`src/rtl/dds_framing_pkg.sv`:
```
// constants for the synthesizer output framing and event block
package dds_framing_pkg;
	// register byte addresses
	localparam logic [7:0] CTRL_ADDR = 8'h00;
	localparam logic [7:0] MODULUS_ADDR = 8'h04;
	localparam logic [7:0] STATUS_ADDR = 8'h08;
	// control field positions
	localparam int CTRL_OSEL_LSB = 0;
	localparam int CTRL_OFRAME_LSB = 2;
	localparam int CTRL_RASTER_BIT = 4;
	localparam int CTRL_DUSER_BIT = 5;
	localparam int CTRL_DCHAN_BIT = 6;
	localparam int CTRL_PUSER_BIT = 7;
	localparam int CTRL_PCHAN_BIT = 8;
	localparam int CTRL_ICHAN_BIT = 9;
	localparam int CTRL_IFRAME_LSB = 10;
	localparam int CTRL_LASTCH_LSB = 16;
	localparam logic [31:0] CTRL_RESET = 32'h0000_0000;
	localparam logic [31:0] MODULUS_RESET = 32'h0000_0000;
	// status field positions
	localparam int STAT_CH_LSB = 0;
	localparam int STAT_CFGCH_LSB = 4;
	localparam int STAT_PEND_BIT = 8;
	localparam int STAT_EV_LSB = 16;
	// apb answer timing: cycles of access phase before pready
	localparam int APB_WAIT_CYCLES = 1;
	// output sample selection
	typedef enum logic [1:0] {
		OSEL_QUAD = 2'b00,
		OSEL_SINE = 2'b01,
		OSEL_COSINE = 2'b10
	} osel_type;
	// frame-end marker modes
	typedef enum logic [1:0] {
		FRAME_NONE = 2'b00,
		FRAME_VECTOR = 2'b01,
		FRAME_PACKET = 2'b10,
		FRAME_CONFIG = 2'b11
	} frame_type;
	// apb slave states
	typedef enum logic [0:0] {
		APB_IDLE = 1'b0,
		APB_DONE = 1'b1
	} apb_state_type;
endpackage

```
`src/rtl/dds_output_framing_events.sv`:
```
// output packing, side-band framing and error events of a multichannel synthesizer
// Operation
// - quadrature: sign-extend both to bytes, cosine low, sine above
// - single sample: sign-extend to byte boundary, placed at low end
// - side-band with user and channel index: index in lowest bits
// - user field passes uninterpreted, delayed like the datapath
// - vector framing: frame end on last channel of each cycle
// - packet framing: input frame end forwarded with datapath latency
// - config framing: frame end on last old-settings channel before change
// - conventional: phase output sign-extended to multiple of 8 bits
// - rasterized: phase output zero-extended to multiple of 8 bits
// - phase output side-band options independent, same layout
// - phase output uses the sample output frame-end behaviour
// - events cleared by reset, asserted for every discrepant cycle
// - config stream: early frame end or missing last marker flagged
// - phase stream, vector input framing: early frame end or missing last marker flagged
// - rasterized: out-of-range increment or offset raises an event
// - channel index differing from internal counter raises an event
// - one to 16 channels, one per clock in rotation
// - channel index field is minimum width for the channel count
//
// The APB slave port and the address map were decided locally.
module dds_output_framing_events #(
	parameter int MAX_CH = 16,
	parameter int PHASE_W = 11,
	parameter int OUT_W = 11,
	parameter int USER_W = 8,
	parameter int LAT = 4
) (
	input wire logic i_clk,
	input wire logic i_reset_n,
	// apb slave
	input wire logic i_psel,
	input wire logic i_penable,
	input wire logic i_pwrite,
	input wire logic [7:0] i_paddr,
	input wire logic [31:0] i_pwdata,
	output logic [31:0] o_prdata,
	output logic o_pready,
	output logic o_pslverr,
	// configuration stream
	input wire logic i_cfg_tvalid,
	input wire logic i_cfg_tlast,
	input wire logic [2*(((PHASE_W+7)/8)*8)-1:0] i_cfg_tdata,
	output logic o_cfg_tready,
	output logic o_cfg_apply,
	// phase input stream
	input wire logic i_phs_tvalid,
	input wire logic i_phs_tlast,
	input wire logic [2*(((PHASE_W+7)/8)*8)-1:0] i_phs_tdata,
	input wire logic [USER_W+$clog2(MAX_CH)-1:0] i_phs_tuser,
	// datapath results, valid LAT cycles after the phase input
	input wire logic i_dp_valid,
	input wire logic [OUT_W-1:0] i_sine,
	input wire logic [OUT_W-1:0] i_cosine,
	input wire logic [PHASE_W-1:0] i_phase_out,
	// sample output stream
	output logic o_dat_tvalid,
	output logic o_dat_tlast,
	output logic [2*(((OUT_W+7)/8)*8)-1:0] o_dat_tdata,
	output logic [USER_W+$clog2(MAX_CH)-1:0] o_dat_tuser,
	// phase output stream
	output logic o_pho_tvalid,
	output logic o_pho_tlast,
	output logic [((PHASE_W+7)/8)*8-1:0] o_pho_tdata,
	output logic [USER_W+$clog2(MAX_CH)-1:0] o_pho_tuser,
	// events
	output logic o_ev_cfg_last_unexp,
	output logic o_ev_cfg_last_miss,
	output logic o_ev_phs_last_unexp,
	output logic o_ev_phs_last_miss,
	output logic o_ev_pinc_invalid,
	output logic o_ev_poff_invalid,
	output logic o_ev_chanid_wrong
);
	localparam int CW = $clog2(MAX_CH);
	localparam int PB = ((PHASE_W + 7) / 8) * 8;
	localparam int OB = ((OUT_W + 7) / 8) * 8;
	localparam int TUW = USER_W + CW;

	////////////////////////////////////////////////////////////////////////
	// register file
	logic [31:0] ctrl_ff;
	logic [31:0] nxt_ctrl;
	logic [PHASE_W-1:0] modulus_ff;
	logic [PHASE_W-1:0] nxt_modulus;
	dds_framing_pkg::apb_state_type apb_ff;
	dds_framing_pkg::apb_state_type nxt_apb;
	logic [31:0] nxt_prdata;
	wire hit_ctrl;
	wire hit_mod;
	wire hit_stat;
	wire mapped;
	wire wr_take;
	wire [31:0] status_word;

	// address decode
	assign hit_ctrl = (i_paddr == dds_framing_pkg::CTRL_ADDR);
	assign hit_mod = (i_paddr == dds_framing_pkg::MODULUS_ADDR);
	assign hit_stat = (i_paddr == dds_framing_pkg::STATUS_ADDR);
	assign mapped = hit_ctrl | hit_mod | hit_stat;
	assign nxt_apb = (i_psel & i_penable & (apb_ff == dds_framing_pkg::APB_IDLE)) ?
		dds_framing_pkg::APB_DONE : dds_framing_pkg::APB_IDLE;
	// write lands at the completing edge, where pready is seen high
	assign wr_take = i_psel & i_penable & i_pwrite & (apb_ff == dds_framing_pkg::APB_DONE);
	assign nxt_ctrl = (wr_take & hit_ctrl) ? i_pwdata : ctrl_ff;
	assign nxt_modulus = (wr_take & hit_mod) ? i_pwdata[PHASE_W-1:0] : modulus_ff;

	// control fields
	wire [1:0] osel = ctrl_ff[dds_framing_pkg::CTRL_OSEL_LSB +: 2];
	wire [1:0] oframe = ctrl_ff[dds_framing_pkg::CTRL_OFRAME_LSB +: 2];
	wire [1:0] iframe = ctrl_ff[dds_framing_pkg::CTRL_IFRAME_LSB +: 2];
	wire raster = ctrl_ff[dds_framing_pkg::CTRL_RASTER_BIT];
	wire [CW-1:0] last_ch = ctrl_ff[dds_framing_pkg::CTRL_LASTCH_LSB +: CW];

	// read data, unmapped reads zero
	always_comb begin
		if (hit_ctrl) begin
			nxt_prdata = ctrl_ff;
		end else if (hit_mod) begin
			nxt_prdata = {{(32-PHASE_W){1'b0}}, modulus_ff};
		end else if (hit_stat) begin
			nxt_prdata = status_word;
		end else begin
			nxt_prdata = 32'h0000_0000;
		end
	end

	// apb registers
	always_ff @(posedge i_clk or negedge i_reset_n) begin
		if (!i_reset_n) begin
			apb_ff <= dds_framing_pkg::APB_IDLE;
			ctrl_ff <= dds_framing_pkg::CTRL_RESET;
			modulus_ff <= dds_framing_pkg::MODULUS_RESET[PHASE_W-1:0];
			o_pready <= 1'b0;
			o_pslverr <= 1'b0;
			o_prdata <= 32'h0000_0000;
		end else begin
			apb_ff <= nxt_apb;
			ctrl_ff <= nxt_ctrl;
			modulus_ff <= nxt_modulus;
			o_pready <= (nxt_apb == dds_framing_pkg::APB_DONE);
			o_pslverr <= (nxt_apb == dds_framing_pkg::APB_DONE) & ~mapped;
			o_prdata <= (nxt_apb == dds_framing_pkg::APB_DONE) ? nxt_prdata : 32'h0000_0000;
		end
	end

	////////////////////////////////////////////////////////////////////////
	// channel counters and configuration hand-over
	logic [CW-1:0] ch_ff;
	logic [CW-1:0] cfg_ch_ff;
	logic pend_ff;
	wire multi = (last_ch != '0);
	wire ch_end = (ch_ff == last_ch);
	wire cfg_end = (cfg_ch_ff == last_ch);
	wire [CW-1:0] nxt_ch = (i_phs_tvalid) ? (ch_end ? '0 : ch_ff + 1'b1) : ch_ff;
	wire cfg_restart = cfg_end | (multi & i_cfg_tlast);
	wire [CW-1:0] nxt_cfg_ch = (i_cfg_tvalid) ? (cfg_restart ? '0 : cfg_ch_ff + 1'b1) :
		cfg_ch_ff;
	wire cfg_done = i_cfg_tvalid & cfg_end;
	// sync point: packet end in packet mode, counter rollover otherwise
	wire sync = i_phs_tvalid & ((iframe == dds_framing_pkg::FRAME_PACKET) ? i_phs_tlast : ch_end);
	wire apply = sync & pend_ff;
	wire nxt_pend = cfg_done | (pend_ff & ~sync); // completion wins over the hand-over

	// counter registers
	always_ff @(posedge i_clk or negedge i_reset_n) begin
		if (!i_reset_n) begin
			ch_ff <= '0;
			cfg_ch_ff <= '0;
			pend_ff <= 1'b0;
			o_cfg_apply <= 1'b0;
			o_cfg_tready <= 1'b0;
		end else begin
			ch_ff <= nxt_ch;
			cfg_ch_ff <= nxt_cfg_ch;
			pend_ff <= nxt_pend;
			o_cfg_apply <= apply;
			o_cfg_tready <= 1'b1; // config stream never stalls
		end
	end

	////////////////////////////////////////////////////////////////////////
	// error events
	wire [PHASE_W-1:0] in_pinc = i_phs_tdata[PHASE_W-1:0];
	wire [PHASE_W-1:0] in_poff = i_phs_tdata[PB +: PHASE_W];
	wire [PHASE_W-1:0] cf_pinc = i_cfg_tdata[PHASE_W-1:0];
	wire [PHASE_W-1:0] cf_poff = i_cfg_tdata[PB +: PHASE_W];
	wire ev_cu = multi & i_cfg_tvalid & i_cfg_tlast & ~cfg_end;
	wire ev_cm = multi & i_cfg_tvalid & ~i_cfg_tlast & cfg_end;
	wire phs_vec = multi & (iframe == dds_framing_pkg::FRAME_VECTOR) & i_phs_tvalid;
	wire ev_pu = phs_vec & i_phs_tlast & ~ch_end;
	wire ev_pm = phs_vec & ~i_phs_tlast & ch_end;
	wire ev_pi = raster & ((i_phs_tvalid & (in_pinc >= modulus_ff)) |
		(i_cfg_tvalid & (cf_pinc >= modulus_ff)));
	wire ev_po = raster & ((i_phs_tvalid & (in_poff >= modulus_ff)) |
		(i_cfg_tvalid & (cf_poff >= modulus_ff)));
	wire ev_id = ctrl_ff[dds_framing_pkg::CTRL_ICHAN_BIT] & i_phs_tvalid &
		(i_phs_tuser[CW-1:0] != ch_ff);

	// event flops, one per discrepant cycle
	always_ff @(posedge i_clk or negedge i_reset_n) begin
		if (!i_reset_n) begin
			o_ev_cfg_last_unexp <= 1'b0;
			o_ev_cfg_last_miss <= 1'b0;
			o_ev_phs_last_unexp <= 1'b0;
			o_ev_phs_last_miss <= 1'b0;
			o_ev_pinc_invalid <= 1'b0;
			o_ev_poff_invalid <= 1'b0;
			o_ev_chanid_wrong <= 1'b0;
		end else begin
			o_ev_cfg_last_unexp <= ev_cu;
			o_ev_cfg_last_miss <= ev_cm;
			o_ev_phs_last_unexp <= ev_pu;
			o_ev_phs_last_miss <= ev_pm;
			o_ev_pinc_invalid <= ev_pi;
			o_ev_poff_invalid <= ev_po;
			o_ev_chanid_wrong <= ev_id;
		end
	end

	// status fields placed by shift, no zero-width padding when the index is 4 bits
	assign status_word = (32'(ch_ff) << dds_framing_pkg::STAT_CH_LSB) |
		(32'(cfg_ch_ff) << dds_framing_pkg::STAT_CFGCH_LSB) |
		(32'(pend_ff) << dds_framing_pkg::STAT_PEND_BIT) |
		(32'({o_ev_chanid_wrong, o_ev_poff_invalid, o_ev_pinc_invalid, o_ev_phs_last_miss,
		o_ev_phs_last_unexp, o_ev_cfg_last_miss, o_ev_cfg_last_unexp}) <<
		dds_framing_pkg::STAT_EV_LSB);

	////////////////////////////////////////////////////////////////////////
	// side-band delay line matching the datapath latency
	wire in_last;
	logic [USER_W-1:0] dl_user[LAT+1];
	logic [CW-1:0] dl_chan[LAT+1];
	logic dl_last[LAT+1];

	// frame-end marker chosen at the input, travels with the sample
	assign in_last = (oframe == dds_framing_pkg::FRAME_VECTOR) ? (i_phs_tvalid & ch_end) :
		(oframe == dds_framing_pkg::FRAME_PACKET) ? (i_phs_tvalid & i_phs_tlast) :
		(oframe == dds_framing_pkg::FRAME_CONFIG) ? apply : 1'b0;
	assign dl_user[0] = i_phs_tuser[CW +: USER_W];
	assign dl_chan[0] = ch_ff;
	assign dl_last[0] = in_last;

	genvar g;
	generate
		for (g = 0; g < LAT; g++) begin : g_dl
			// one pipeline stage of side-band fields
			always_ff @(posedge i_clk or negedge i_reset_n) begin
				if (!i_reset_n) begin
					dl_user[g+1] <= '0;
					dl_chan[g+1] <= '0;
					dl_last[g+1] <= 1'b0;
				end else begin
					dl_user[g+1] <= dl_user[g];
					dl_chan[g+1] <= dl_chan[g];
					dl_last[g+1] <= dl_last[g];
				end
			end
		end
	endgenerate

	////////////////////////////////////////////////////////////////////////
	// output packing
	wire [OB-1:0] sin_x = {{(OB-OUT_W){i_sine[OUT_W-1]}}, i_sine};
	wire [OB-1:0] cos_x = {{(OB-OUT_W){i_cosine[OUT_W-1]}}, i_cosine};
	wire [2*OB-1:0] nxt_dat =
		(osel == dds_framing_pkg::OSEL_QUAD) ? {sin_x, cos_x} :
		(osel == dds_framing_pkg::OSEL_SINE) ? {{OB{1'b0}}, sin_x} :
		{{OB{1'b0}}, cos_x};
	wire ph_fill = raster ? 1'b0 : i_phase_out[PHASE_W-1];
	wire [PB-1:0] nxt_pho = {{(PB-PHASE_W){ph_fill}}, i_phase_out};
	wire [USER_W-1:0] u_out = dl_user[LAT];
	wire [CW-1:0] c_out = dl_chan[LAT];

	// side-band layout, index lowest when present
	function automatic logic [TUW-1:0] pack_user(input logic uen, input logic cen,
		input logic [USER_W-1:0] u, input logic [CW-1:0] c);
		logic [TUW-1:0] r;
		r = '0;
		if (uen && cen) begin
			r = {u, c};
		end else if (uen) begin
			r = {{CW{1'b0}}, u};
		end else if (cen) begin
			r = {{USER_W{1'b0}}, c};
		end
		return r;
	endfunction

	wire [TUW-1:0] nxt_dat_user = pack_user(ctrl_ff[dds_framing_pkg::CTRL_DUSER_BIT],
		ctrl_ff[dds_framing_pkg::CTRL_DCHAN_BIT], u_out, c_out);
	wire [TUW-1:0] nxt_pho_user = pack_user(ctrl_ff[dds_framing_pkg::CTRL_PUSER_BIT],
		ctrl_ff[dds_framing_pkg::CTRL_PCHAN_BIT], u_out, c_out);

	// output stream registers
	always_ff @(posedge i_clk or negedge i_reset_n) begin
		if (!i_reset_n) begin
			o_dat_tvalid <= 1'b0;
			o_dat_tlast <= 1'b0;
			o_dat_tdata <= '0;
			o_dat_tuser <= '0;
			o_pho_tvalid <= 1'b0;
			o_pho_tlast <= 1'b0;
			o_pho_tdata <= '0;
			o_pho_tuser <= '0;
		end else begin
			o_dat_tvalid <= i_dp_valid;
			o_dat_tlast <= i_dp_valid & dl_last[LAT];
			o_dat_tdata <= nxt_dat;
			o_dat_tuser <= nxt_dat_user;
			o_pho_tvalid <= i_dp_valid;
			o_pho_tlast <= i_dp_valid & dl_last[LAT];
			o_pho_tdata <= nxt_pho;
			o_pho_tuser <= nxt_pho_user;
		end
	end
endmodule

```
`config.mk`:
```
export PLATFORM = sky130hd
export DESIGN_NAME = dds_output_framing_events
export DESIGN_NICKNAME = d
export VERILOG_FILES = /design/src/rtl/dds_framing_pkg.sv /design/src/rtl/dds_output_framing_events.sv
export SDC_FILE = /design/constraint.sdc
export NUM_CORES = 1
export LEC_CHECK = 0
export BUFFER_PORTS_ARGS = -buffer_cell sky130_fd_sc_hd__buf_2
export CAP_MARGIN = 25
export CORE_AREA = 2 2 171 173
export DETAILED_ROUTE_END_ITERATION = 6
export DIE_AREA = 0 0 173 175
export SYNTH_ARGS = -nofsm -noshare
export SYNTH_HDL_FRONTEND = slang
export SYNTH_SLANG_ARGS = --single-unit
```
`constraint.sdc`:
```
create_clock -name i_clk -period 4.9 [get_ports i_clk]
set_input_delay 0.735 -clock i_clk [delete_from_list [all_inputs] [get_ports i_clk]]
set_output_delay 0.735 -clock i_clk [all_outputs]
set_load 0.1 [all_outputs]
```
# Yosys cells after proc, flatten, opt, wreduce, memory -nomap -nowiden
# Cells that the tools add are included.
[classes] reduce_logical=5 muxes=20 n_eq_ne=11 addsub=2 bitwise=50 n_lt_le_gt_ge=4
[op_table] op="32-bit two-way mux" n=5
[op_table] op="12-bit two-way mux" n=4
[op_table] op="11-bit >= comparator" n=4
[op_table] op="1-bit bitwise AND" n=34
[op_table] op="9-bit by 23-bit OR with 23-bit output" n=1
[op_table] op="16-bit two-way mux" n=1
[op_table] op="4-bit two-way mux" n=4
[op_table] op="8-bit by 9-bit OR with 9-bit output" n=1
[op_table] op="4-bit by 1-bit adder with 4-bit output, second input constant" n=2
[op_table] op="4-bit equality test" n=2
[op_table] op="8-bit by 3-bit equality test with 1-bit output, second input constant" n=1
[op_table] op="8-bit by 4-bit equality test with 1-bit output, second input constant" n=1
[op_table] op="8-bit logical NOT" n=1
[op_table] op="4-bit by 8-bit OR with 8-bit output" n=1
[op_table] op="1-bit inverter" n=7
[op_table] op="2-bit by 1-bit equality test with 1-bit output, second input constant" n=3
[op_table] op="2-bit equality test, second input constant" n=3
[op_table] op="1-bit two-way mux" n=6
[op_table] op="1-bit OR" n=6
[op_table] op="4-bit != test" n=1
[op_table] op="4-bit nonzero test" n=1
[op_table] op="1-bit logical AND" n=2
[op_table] op="2-bit logical NOT" n=1
[totals] inputBits=159 elab_cells=127 regBits=217 output_inout_bits=119

# Depth between registers and ports, before layout
# Gate-level depths: netlist (run 1).
[depth] word_depth=7 mapped_depth=7

# Worst setup path after synthesis (run 1)
# No wires, ideal clock.
[synth_path] path_kind="reg2out" start="reg o_dat_tdata[15] (netlist name)" end="out o_dat_tdata[11]" stages_incl_launch_ff=2 setup_slack_ps=2775 arrival_ps=1390 path_cell_list="dfrtp_1 > buf_4"
[synth_rtl] item="end, declared" line_no="dds_output_framing_events.sv:60" source="output logic [2*(((OUT_W+7)/8)*8)-1:0] o_dat_tdata,"

# Final worst setup path (run 1)
[layout_path] start="in i_paddr[5]" end="reg ctrl_ff[30]"
[layout_between] elab_chain_cells=2
[layout_rtl] item="start, declared" line_no="dds_output_framing_events.sv:36" source="input wire logic [7:0] i_paddr,"
[layout_rtl] item="8-bit logical NOT" line_no="dds_output_framing_events.sv:98" source="assign hit_ctrl = (i_paddr == dds_framing_pkg::CTRL_ADDR);"
[layout_rtl] item="1-bit bitwise AND" line_no="dds_output_framing_events.sv:106" source="assign nxt_ctrl = (wr_take & hit_ctrl) ? i_pwdata : ctrl_ff;"
[layout_rtl] item="end signal, assigned" line_no="dds_output_framing_events.sv:133" source="ctrl_ff <= dds_framing_pkg::CTRL_RESET;"
[layout_rtl] item="end signal, assigned" line_no="dds_output_framing_events.sv:140" source="ctrl_ff <= nxt_ctrl;"
[layout_rtl] item="end, declared" line_no="dds_output_framing_events.sv:83" source="logic [31:0] ctrl_ff;"
# No other way between the ends.
# A chain may end at the register's enable or synchronous reset.

==> impl_metrics.env, run 1 <==
export IMPL_avgSynthCellArea_sq_um=13.21
export IMPL_grt_residual_overflow=0
export IMPL_area_growth_syn_to_layout_pct=27.89
export IMPL_die_area_sq_mm=0.03028
export IMPL_layout_area_seq_sq_mm=0.005180
export IMPL_grt_first_pass_wirelength_um=32850
export IMPL_post_cts_resized_instances=0
export IMPL_max_cap_violations=0
export IMPL_drv_slew=0
export IMPL_async_reset_ff_share_pct=100.0
export IMPL_power_density_mw_per_mm2=382.2
export IMPL_drt_antenna_violating_nets=0
export IMPL_wirelength_um=20870
export IMPL_multiInputGateArea_sq_mm=0.002890
export IMPL_clock_tree_root_cell="sky130_fd_sc_hd__clkbuf_16"
export IMPL_h_tree_levels=1
export IMPL_grt_setup_unrepaired="false"
export IMPL_r2r_start="apb_ff$_DFF_PN0_"
export IMPL_total_leakage_power_nw=5.626
export IMPL_cts_tree="built"
export IMPL_synth_nets=840
export IMPL_worst_setup_hold_path_clk_slew_ns=0.06
export IMPL_status="finished clean"
export IMPL_cts_made_buffers=23
export IMPL_coreArea_sq_mm=0.02839
export IMPL_holdCritPathClass="in2async"
export IMPL_library_cells_used_by_synthesis=47
export IMPL_gr_usage_all_layers_pct=13.79
export IMPL_report_final_setup_viol=0
export IMPL_drt_pre_antenna_iters=4
export IMPL_grt_antenna_before_repair=2
export IMPL_total_of_hold_buffers_inserted_after_clock_tree_synthesis=0
export IMPL_cts_setup_buffers=0
export IMPL_route_detailed_wl_per_inst_um=16.28
export IMPL_row_count=62
export IMPL_dr_total_vias=5616
export IMPL_worst_ep_required_time_ns=5.28
export IMPL_number_of_sinks_handled_by_clock_tree_synthesis=207
export IMPL_crit_arrival_ns=2.81
export IMPL_final_period_utilization_pct=49.57
export IMPL_drt_first_iter_violations=155
export IMPL_gp_congestion=0.8158
export IMPL_post_drt_via_cell_ratio=4.381
export IMPL_fmaxAchievable_mhz=411.7
export IMPL_number_of_global_route_vias_before_repair=5943
export IMPL_finalCoreUtilization_pct=37.78
export IMPL_ioPinCount=278
export IMPL_rrSetupSlack_ns=2.49
export IMPL_num_fill_cells=2792
export IMPL_largest_net_degree_at_the_start_of_global_routing=128
export IMPL_synthTopCellsByCount="sky130_fd_sc_hd__dfrtp_1, sky130_fd_sc_hd__ha_1, sky130_fd_sc_hd__a21oi_1"
export IMPL_start_kind="input pin"
export IMPL_effective_utilization_at_floorplan_pct=29.54
export IMPL_fp_dieW_um=173
export IMPL_synth_top_area_cell="sky130_fd_sc_hd__dfrtp_1"
export IMPL_synth_top_cells_by_area="sky130_fd_sc_hd__dfrtp_1, sky130_fd_sc_hd__ha_1, sky130_fd_sc_hd__mux2_4, sky130_fd_sc_hd__a21oi_1, sky130_fd_sc_hd__mux2_1"
export IMPL_die_h_um=175
export IMPL_layout_drive_gt1_share_pct=38.50
export IMPL_synth_most_common_cell="sky130_fd_sc_hd__dfrtp_1"
export IMPL_timing_max_slew_rel_slack_pct=35.45
export IMPL_finClkSkew_ns=0.01480
export IMPL_finalHoldViolations=0
export IMPL_synth_top_cell_area_share_pct=61.75
export IMPL_post_route_drc_count=0
export IMPL_clock_insertion_delay_worst_skew_ns=0.51
export IMPL_r2r_end="o_prdata[0]$_DFF_PN0_"
export IMPL_portBuffers=257
export IMPL_critical_path_class="in2reg"
export IMPL_hold_slack_ns=0.3295
export IMPL_synth_edff_count=0
export IMPL_worst_setup_ep_type="register"
export IMPL_worstMarginPinSlew_ns=0.9683
export IMPL_yosysSeqAreaShare_pct=61.75
export IMPL_netlist_area_sq_mm=0.008388
export IMPL_synth_cells=635
export IMPL_final_nets=1085
export IMPL_worstPathMaxFanout=32
export IMPL_worst_r2r_cell_count=4
export IMPL_period_needed_ns=2.429
export IMPL_vdd_ir_drop_max_uv=215.2
export IMPL_finalNonFillerCells=1282
export IMPL_clk_path_buf_depth=3
export IMPL_dominantRegCellSynth="sky130_fd_sc_hd__dfrtp_1"
export IMPL_placedInstanceArea_sq_mm=0.009961
export IMPL_tns_ns=0
export IMPL_place_detailed_hpwl_um=15240
export IMPL_dp_cells=1239
export IMPL_yosys_register_bits=207
export IMPL_final_cell_area_sq_mm=0.01073
export IMPL_synth_yosys_warnings=0
[layer usage]
metal  vias up  share of wire [%]  global-route usage, %
li1       2679                  -                      -
met1      2719                 41                  16.23
met2       188                 51                  25.02
met3        30                6.5                  3.111
met4         0                2.1                  4.202
met5         -                  0                      0
[stage by stage]
step / setup slack, ns / power (mW)
5_1_grt: 2.204 / 4.282
3_3_place_gp: 1.929 / 2.410
3_5_place_dp: 1.899 / 2.424
2_1_floorplan: 2.775 / 2.250
4_1_cts: 2.446 / 4.169
6_report: 2.471 / 4.100
[final cells by class]
cell class | instances | share of cell area, %
Multi-Input combinational cell | 366 | 26.94
Clock inverter | 13 | 1.190
Antenna cell | 2 | 0.04665
Clock buffer | 28 | 5.913
Tap cell | 384 | 4.479
Inverter | 23 | 0.8048
Timing Repair Buffer | 259 | 12.34
Sequential cell | 207 | 48.29
[state kept, by name, summed over array words and instances (netlist names), 4 cells and up]
signal       count
u_out            8
o_pho_tdata     12
o_dat_tuser     12
dl_user         24
cfg_ch_ff        4
o_prdata        32
c_out            4
modulus_ff      11
ctrl_ff         32
dl_chan         12
o_dat_tdata     22
ch_ff            4
o_pho_tuser     12
dl_last          4
[cell usage in the layout, fill, tap and decap left out, drive strengths merged, types with 3 or more instances in the layout]
master / netlist / layout
buf: 21 / 259
dfrtp: 207 / 207
mux2: 55 / 55
ha: 46 / 46
a21oi: 37 / 37
nand2: 32 / 32
clkbuf: 18 / 28
and3: 26 / 26
inv: 23 / 25
nor2: 22 / 22
o21ai: 18 / 18
nor3: 15 / 15
nand3: 14 / 14
and2: 12 / 12
mux2i: 12 / 12
nor2b: 12 / 12
nand2b: 8 / 8
xor2: 8 / 8
a22oi: 7 / 7
clkinv: 0 / 7
a21o: 6 / 6
a22o: 5 / 5
xnor2: 4 / 4
nor3b: 4 / 4
nor4: 3 / 3
[report_power, final]
| part | internal [mW] | switching, mW |
|---|---|---|
| sequential | 1.82 | 0.0883 |
| clock | 1.03 | 0.689 |
| combinational | 0.146 | 0.331 |
[kinds of logic (layout without fill, tap and decap cells)]
group | Yosys count | count (layout) | synth area share, %
xor gates and xnor gates | 12 | 12 | 1.253
other | 1 | 3 | 0.04471
AOI/OAI and AO/OA | 84 | 84 | 5.981
muxes | 67 | 67 | 10.02
and+or+nand+nor | 156 | 156 | 10.29
DFF | 207 | 207 | 61.75
buffers and inverters | 62 | 323 | 3.789
adders and majority gates | 46 | 46 | 6.862
[worst max-delay path: stages]
cell and delay (ns):
sky130_fd_sc_hd__buf_2 0.10, sky130_fd_sc_hd__nor4_2 0.37, sky130_fd_sc_hd__nand2_2 0.16, sky130_fd_sc_hd__nor3_4 0.63
sky130_fd_sc_hd__nand2_2 0.06, sky130_fd_sc_hd__buf_4 0.34, sky130_fd_sc_hd__mux2_1 0.39
[worst max path at each step]
stage / slack (ns) / end / depth (start not counted) / start
4_1_cts: 2.45 / o_prdata[0]$_DFF_PN0_ / 4 / apb_ff$_DFF_PN0_
3_3_place_gp: 1.93 / ctrl_ff[10]$_DFFE_PN0P_ / 7 / i_paddr[5]
5_1_grt: 2.20 / o_prdata[0]$_DFF_PN0_ / 4 / apb_ff$_DFF_PN0_
2_1_floorplan: 2.77 / o_dat_tdata[11] / 1 / o_dat_tdata[15]$_DFF_PN0_
6_report: 2.47 / ctrl_ff[30]$_DFFE_PN0P_ / 7 / i_paddr[5]
3_5_place_dp: 1.90 / ctrl_ff[30]$_DFFE_PN0P_ / 7 / i_paddr[5]
No activity file was read; power rests on OpenSTA's default activity.
==> run 2: changes to the inputs <==
==> constraint.sdc (replaced) <==
create_clock -name i_clk -period 2 [get_ports i_clk]
set_input_delay 0.3 -clock i_clk [delete_from_list [all_inputs] [get_ports i_clk]]
set_output_delay 0.3 -clock i_clk [all_outputs]
set_load 0.1 [all_outputs]
==> impl_metrics.env, run 2 (synthesis results as in run 1) <==
export IMPL_power_density_mw_per_mm2=892.2
export IMPL_cts_tree="built"
export IMPL_die_area_sq_mm=0.03028
export IMPL_finClkSkew_ns=0.01067
export IMPL_grt_residual_overflow=0
export IMPL_cts_made_buffers=23
export IMPL_power_share_combinational_pct=13.3
export IMPL_worstPathMaxFanout=5
export IMPL_gp_congestion=0.8059
export IMPL_layout_cells_most_common="sky130_fd_sc_hd__buf_2"
export IMPL_ioPinCount=278
export IMPL_max_cap_violations=0
export IMPL_p_total_mw=10.13
export IMPL_row_count=62
export IMPL_worst_setup_hold_path_clk_slew_ns=0.06
export IMPL_drt_first_iter_violations=242
export IMPL_timing_max_slew_rel_slack_pct=48.12
export IMPL_cellInternalPower_mw=7.384
export IMPL_drv_slew=0
export IMPL_critical_path_cell_chain="xor2_1 -> nor4_1 -> a21oi_1 -> o21ai_0 -> o21ai_0"
export IMPL_tns_ns=0
export IMPL_layout_drive_gt1_share_pct=38.63
export IMPL_die_h_um=175
export IMPL_worst_setup_ep_type="register"
export IMPL_startpoint="ctrl_ff[19]$_DFFE_PN0P_"
export IMPL_final_nets=1151
export IMPL_power_frac_seq_pct=45.7
export IMPL_post_route_drc_count=0
export IMPL_total_leakage_power_nw=5.914
export IMPL_largest_net_degree_at_the_start_of_global_routing=62
export IMPL_min_delay_path_depth=2
export IMPL_area_growth_syn_to_layout_pct=35.41
export IMPL_top_regs="ctrl_ff: 32 flops, o_prdata: 32 flops, dl_user: 24 flops"
export IMPL_largest_incremental_delay_on_the_critical_path_ns=0.60
export IMPL_number_of_global_route_vias_before_repair=6261
export IMPL_dp_cells=1267
export IMPL_fp_dieW_um=173
export IMPL_status="finished clean"
export IMPL_global_route_peak_usage_layer="met2"
export IMPL_h_tree_levels=1
export IMPL_grt_first_pass_wirelength_um=34680
export IMPL_worstMarginPinSlew_ns=0.7753
export IMPL_r2r_start="ctrl_ff[19]$_DFFE_PN0P_"
export IMPL_effective_utilization_at_floorplan_pct=29.54
export IMPL_drt_antenna_violating_nets=0
export IMPL_clk_path_buf_depth=3
export IMPL_power_share_switching_pct=27.14
export IMPL_crit_arrival_ns=2.23
export IMPL_grt_setup_unrepaired="false"
export IMPL_use_met1_pct=17.98
export IMPL_report_final_setup_viol=0
export IMPL_gr_usage_met3_pct=3.220
export IMPL_gr_usage_met2_pct=25.02
export IMPL_dr_total_vias=5919
export IMPL_route_detailed_wl_per_inst_um=16.33
export IMPL_portBuffers=257
export IMPL_clock_tree_root_cell="sky130_fd_sc_hd__clkbuf_16"
export IMPL_min_from="i_pwdata[21]"
export IMPL_crit_top_cell="sky130_fd_sc_hd__o21ai_0"
export IMPL_drt_pre_antenna_iters=5
export IMPL_grt_antenna_before_repair=5
export IMPL_post_drt_via_cell_ratio=4.381
export IMPL_fmaxAchievable_mhz=538.2
export IMPL_holdCritPathClass="in2reg"
export IMPL_place_detailed_hpwl_um=16170
export IMPL_final_period_utilization_pct=92.91
export IMPL_vdd_ir_drop_max_uv=510.7
export IMPL_clock_insertion_delay_worst_skew_ns=0.51
export IMPL_wirelength_um=22060
export IMPL_finalHoldViolations=0
export IMPL_worst_r2r_cell_count=5
export IMPL_critical_path_class="reg2reg"
export IMPL_start_kind="register"
export IMPL_worst_ep_required_time_ns=2.38
export IMPL_p_clk_share_pct=41.0
export IMPL_number_of_sinks_handled_by_clock_tree_synthesis=207
export IMPL_layout_common_cells="sky130_fd_sc_hd__buf_2, sky130_fd_sc_hd__dfrtp_1, sky130_fd_sc_hd__ha_1"
export IMPL_gr_usage_all_layers_pct=14.52
export IMPL_coreArea_sq_mm=0.02839
export IMPL_timing_critical_path_slowest_stage_cell="sky130_fd_sc_hd__nor4_1"
export IMPL_p_sw_mw=2.750
export IMPL_finalNonFillerCells=1351
export IMPL_period_needed_ns=1.858
-- run 2: worst max-delay path, delay by kind of cell, from the launching register on --
kind / cells / cell delay [ns]
and+or+nand+nor: 1 / 0.60
xor gates and xnor gates: 1 / 0.20
DFF: 1 / 0.48
AOI/OAI and AO/OA: 3 / 0.45
-- run 2: layer usage --
metal,up-vias,wire [um]
met1,2859,9309
met5,-,13
met4,2,531
met3,39,1428
li1,2809,-
met2,210,10780
-- run 2: timing repair --
action	CTS	global route
hold endpoints to repair	92	0
setup endpoints to repair	0	2
resized for setup	0	2
buffers inserted	0	0
hold buffers	38	0
-- run 2: final timing paths --
kind                                            end  slack (ns)
max                        cfg_ch_ff[2]$_DFFE_PN0P_        0.14
min                         ctrl_ff[21]$_DFFE_PN0P_        0.02
max reg2reg                cfg_ch_ff[2]$_DFFE_PN0P_        0.14
min reg2reg                   dl_user[20]$_DFF_PN0_        0.34
max in group asynchronous   ctrl_ff[16]$_DFFE_PN0P_        1.02
min in group asynchronous  o_dat_tdata[4]$_DFF_PN0_        0.32
-- run 2: power by group through the flow --
| stage | combinational (mW) | sequential, mW | clock, mW |
|---|---|---|---|
| final | 1.35 | 4.63 | 4.15 |
| after global routing | 1.47 | 4.67 | 4.47 |
| after CTS | 1.36 | 4.63 | 4.29 |
| after detailed placement | 1.30 | 4.71 | 0 |
| after global placement | 1.27 | 4.70 | 0 |
| after floorplan | 0.540 | 4.97 | 0 |
-- run 2: layout make-up --
type,count,area (sq um)
antenna,4,10.01
clock inverter,11,120.1
timing repair buffer,325,1952
multi-input combinational,366,2903
sequential,207,5181
fill,2700,17030
clock buffer,31,625.6
tap,384,480.5
inverter,23,86.33
-- run 2: per-stage QoR --
step | area (sq um) | hold slack (ns) | worst slack, ns | utilization, %
3_5_place_dp | 10210 | 0.2788 | 0.06534 | 35.96
5_1_grt | 11360 | 0.006009 | 0.01711 | 40.00
6_report | 11360 | 0.02419 | 0.1418 | 40.01
2_1_floorplan | 8389 | 0.004409 | 0.2749 | -
3_3_place_gp | 10210 | 0.2806 | 0.09878 | 35.96
4_1_cts | 11340 | 0.0007795 | 0.1308 | 39.93
==> run 3: changes to the inputs <==
--- a/config.mk
+++ b/config.mk
@@ -8,6 +8,7 @@
 export BUFFER_PORTS_ARGS = -buffer_cell sky130_fd_sc_hd__buf_2
 export CAP_MARGIN = 25
 export CORE_AREA = 2 2 171 173
+export CTS_BUF_LIST = sky130_fd_sc_hd__clkbuf_2 sky130_fd_sc_hd__clkbuf_4 sky130_fd_sc_hd__clkbuf_8
 export DETAILED_ROUTE_END_ITERATION = 6
 export DIE_AREA = 0 0 173 175
 export SYNTH_ARGS = -nofsm -noshare
==> impl_metrics.env, run 3 (synthesis results as in run 1) <==
export IMPL_gr_usage_all_layers_pct=15.11
export IMPL_layout_area_seq_sq_mm=0.005181
export IMPL_start_kind="register"
export IMPL_gp_congestion=0.8059
export IMPL_portBuffers=257
export IMPL_die_area_sq_mm=0.03028
export IMPL_grt_setup_unrepaired="false"
export IMPL_row_count=62
export IMPL_vdd_ir_drop_max_uv=408.8
export IMPL_final_cell_area_sq_mm=0.01161
export IMPL_dr_wl_met2_um=11250
export IMPL_number_of_sinks_handled_by_clock_tree_synthesis=207
export IMPL_worst_setup_hold_path_clk_slew_ns=0.07
export IMPL_crit_arrival_ns=2.27
export IMPL_cts_made_buffers=35
export IMPL_layout_drive_gt1_share_pct=39.26
export IMPL_num_fill_cells=2688
export IMPL_drt_first_iter_violations=233
export IMPL_top_regs="ctrl_ff: 32 flops, o_prdata: 32 flops, dl_user: 24 flops"
export IMPL_placedInstanceArea_sq_mm=0.01021
export IMPL_post_drt_via_cell_ratio=4.361
export IMPL_grt_antenna_before_repair=4
export IMPL_effective_utilization_at_floorplan_pct=29.54
export IMPL_worst_setup_ep_type="register"
export IMPL_ioPinCount=278
export IMPL_number_of_global_route_vias_before_repair=6566
export IMPL_status="finished clean"
export IMPL_met1_length_um=9141
export IMPL_worstPathMaxFanout=5
export IMPL_clock_tree_root_cell="sky130_fd_sc_hd__clkbuf_8"
export IMPL_route_detailed_wl_per_inst_um=16.18
export IMPL_area_growth_syn_to_layout_pct=38.45
export IMPL_multiInputGateArea_sq_mm=0.002903
export IMPL_timing_final_ws_setup_ns=0.1308
export IMPL_drv_slew=0
export IMPL_drt_pre_antenna_iters=4
export IMPL_die_h_um=175
export IMPL_grt_residual_overflow=0
export IMPL_fmaxAchievable_mhz=535.0
export IMPL_layout_common_cells="sky130_fd_sc_hd__buf_2, sky130_fd_sc_hd__dfrtp_1, sky130_fd_sc_hd__dlygate4sd3_1"
export IMPL_final_period_utilization_pct=93.46
export IMPL_met3_wirelength_um=1540
export IMPL_total_leakage_power_nw=6.053
export IMPL_finClkSkew_ns=0.02294
export IMPL_critical_path_class="reg2reg"
export IMPL_worst_ep_required_time_ns=2.40
export IMPL_clk_path_buf_depth=3
export IMPL_holdCritPathClass="in2reg"
export IMPL_dr_total_vias=6075
export IMPL_wirelength_um=22540
export IMPL_worstMarginPinSlew_ns=0.7649
export IMPL_report_final_setup_viol=0
export IMPL_layout_cells_most_common="sky130_fd_sc_hd__buf_2"
export IMPL_clock_insertion_delay_worst_skew_ns=0.53
export IMPL_max_cap_violations=0
export IMPL_fp_dieW_um=173
export IMPL_coreArea_sq_mm=0.02839
export IMPL_power_density_mw_per_mm2=865.5
export IMPL_drt_antenna_violating_nets=0
export IMPL_maxUsedRoutingLayer="met5"
export IMPL_period_needed_ns=1.869
export IMPL_finalHoldViolations=0
export IMPL_place_detailed_hpwl_um=16170
export IMPL_cts_tree="built"
export IMPL_post_route_drc_count=0
export IMPL_grt_first_pass_wirelength_um=35960
export IMPL_tns_ns=0
export IMPL_final_nets=1189
export IMPL_largest_net_degree_at_the_start_of_global_routing=62
export IMPL_h_tree_levels=2
export IMPL_timing_max_slew_rel_slack_pct=48.82
export IMPL_dp_worst_setup_slack_ns=0.06534
-- run 3: cell types whose count changed in the layout (fill, tap and decap cells not counted) --
| cell | before | now |
|---|---|---|
| sky130_fd_sc_hd__inv_6 | 2 | 1 |
| sky130_fd_sc_hd__clkinv_2 | 4 | 5 |
| sky130_fd_sc_hd__diode_2 | 4 | 3 |
| sky130_fd_sc_hd__clkbuf_1 | 6 | 0 |
| sky130_fd_sc_hd__bufinv_16 | 2 | 3 |
| sky130_fd_sc_hd__clkbuf_8 | 2 | 39 |
| sky130_fd_sc_hd__clkbuf_16 | 23 | 0 |
| sky130_fd_sc_hd__clkbuf_4 | 0 | 9 |
| sky130_fd_sc_hd__clkinvlp_4 | 3 | 2 |
| sky130_fd_sc_hd__dlygate4sd3_1 | 38 | 64 |
-- run 3: stage by stage --
| step | util [%] | total power [mW] | instances | hold WS (ns) |
|---|---|---|---|---|
| 3_3_place_gp | 35.96 | 5.973 | 1267 | 0.2806 |
| 5_1_grt | 40.90 | 10.59 | 1392 | 0.001788 |
| 6_report | 40.90 | 10.05 | 1393 | 0.03229 |
| 2_1_floorplan | - | 5.513 | 635 | 0.004409 |
| 3_5_place_dp | 35.96 | 6.008 | 1267 | 0.2788 |
| 4_1_cts | 40.83 | 10.22 | 1390 | 0.0002039 |
-- run 3: final timing paths --
path / startpoint / endpoint / slack, ns / cells past startpoint
max: ctrl_ff[19]$_DFFE_PN0P_ / cfg_ch_ff[2]$_DFFE_PN0P_ / 0.13 / 5
min: i_cosine[8] / o_dat_tdata[8]$_DFF_PN0_ / 0.03 / 2
max reg2reg: ctrl_ff[19]$_DFFE_PN0P_ / cfg_ch_ff[2]$_DFFE_PN0P_ / 0.13 / 5
min reg2reg: dl_user[12]$_DFF_PN0_ / u_out[4]$_DFF_PN0_ / 0.34 / 0
max in group asynchronous: i_reset_n / ctrl_ff[11]$_DFFE_PN0P_ / 1.02 / 3
min in group asynchronous: i_reset_n / o_dat_tdata[30]$_DFF_PN0_ / 0.32 / 2
-- run 3: final cells by class --
| cell class | count | area share (%) |
|---|---|---|
| diodes | 3 | 0.06464 |
| flip-flops and latches | 207 | 44.61 |
| well taps | 384 | 4.137 |
| clock inverters | 11 | 1.196 |
| clock buffers | 48 | 5.204 |
| inverters | 23 | 0.7434 |
| multi-input cells | 366 | 24.99 |
| repair buffers | 351 | 19.05 |
-- run 3: critical path, stage by stage, from the launching register on --
cell	delay, ns
sky130_fd_sc_hd__dfrtp_1	0.48
sky130_fd_sc_hd__xor2_1	0.20
sky130_fd_sc_hd__nor4_1	0.60
sky130_fd_sc_hd__a21oi_1	0.21
sky130_fd_sc_hd__o21ai_0	0.13
sky130_fd_sc_hd__o21ai_0	0.11
-- run 3: timing repair --
item	4_1_cts	5_1_grt
resized for setup	0	2
hold buffers	64	0
endpoints found under the setup margin	0	2
buffers inserted	0	0
endpoints found under the hold margin	121	0
-- run 3: power breakdown --
| group | switching, mW | internal, mW | leakage (nW) |
|---|---|---|---|
| sequential | 0.173 | 4.46 | 2.67 |
| clock | 1.68 | 2.35 | 0.389 |
| combinational | 0.899 | 0.493 | 3.00 |
-- run 3: routing by layer --
| layer | vias up | GRT usage, % |
|---|---|---|
| met5 | - | 0 |
| met1 | 2918 | 18.02 |
| li1 | 2880 | - |
| met2 | 229 | 26.15 |
| met4 | 2 | 5.508 |
| met3 | 46 | 4.112 |
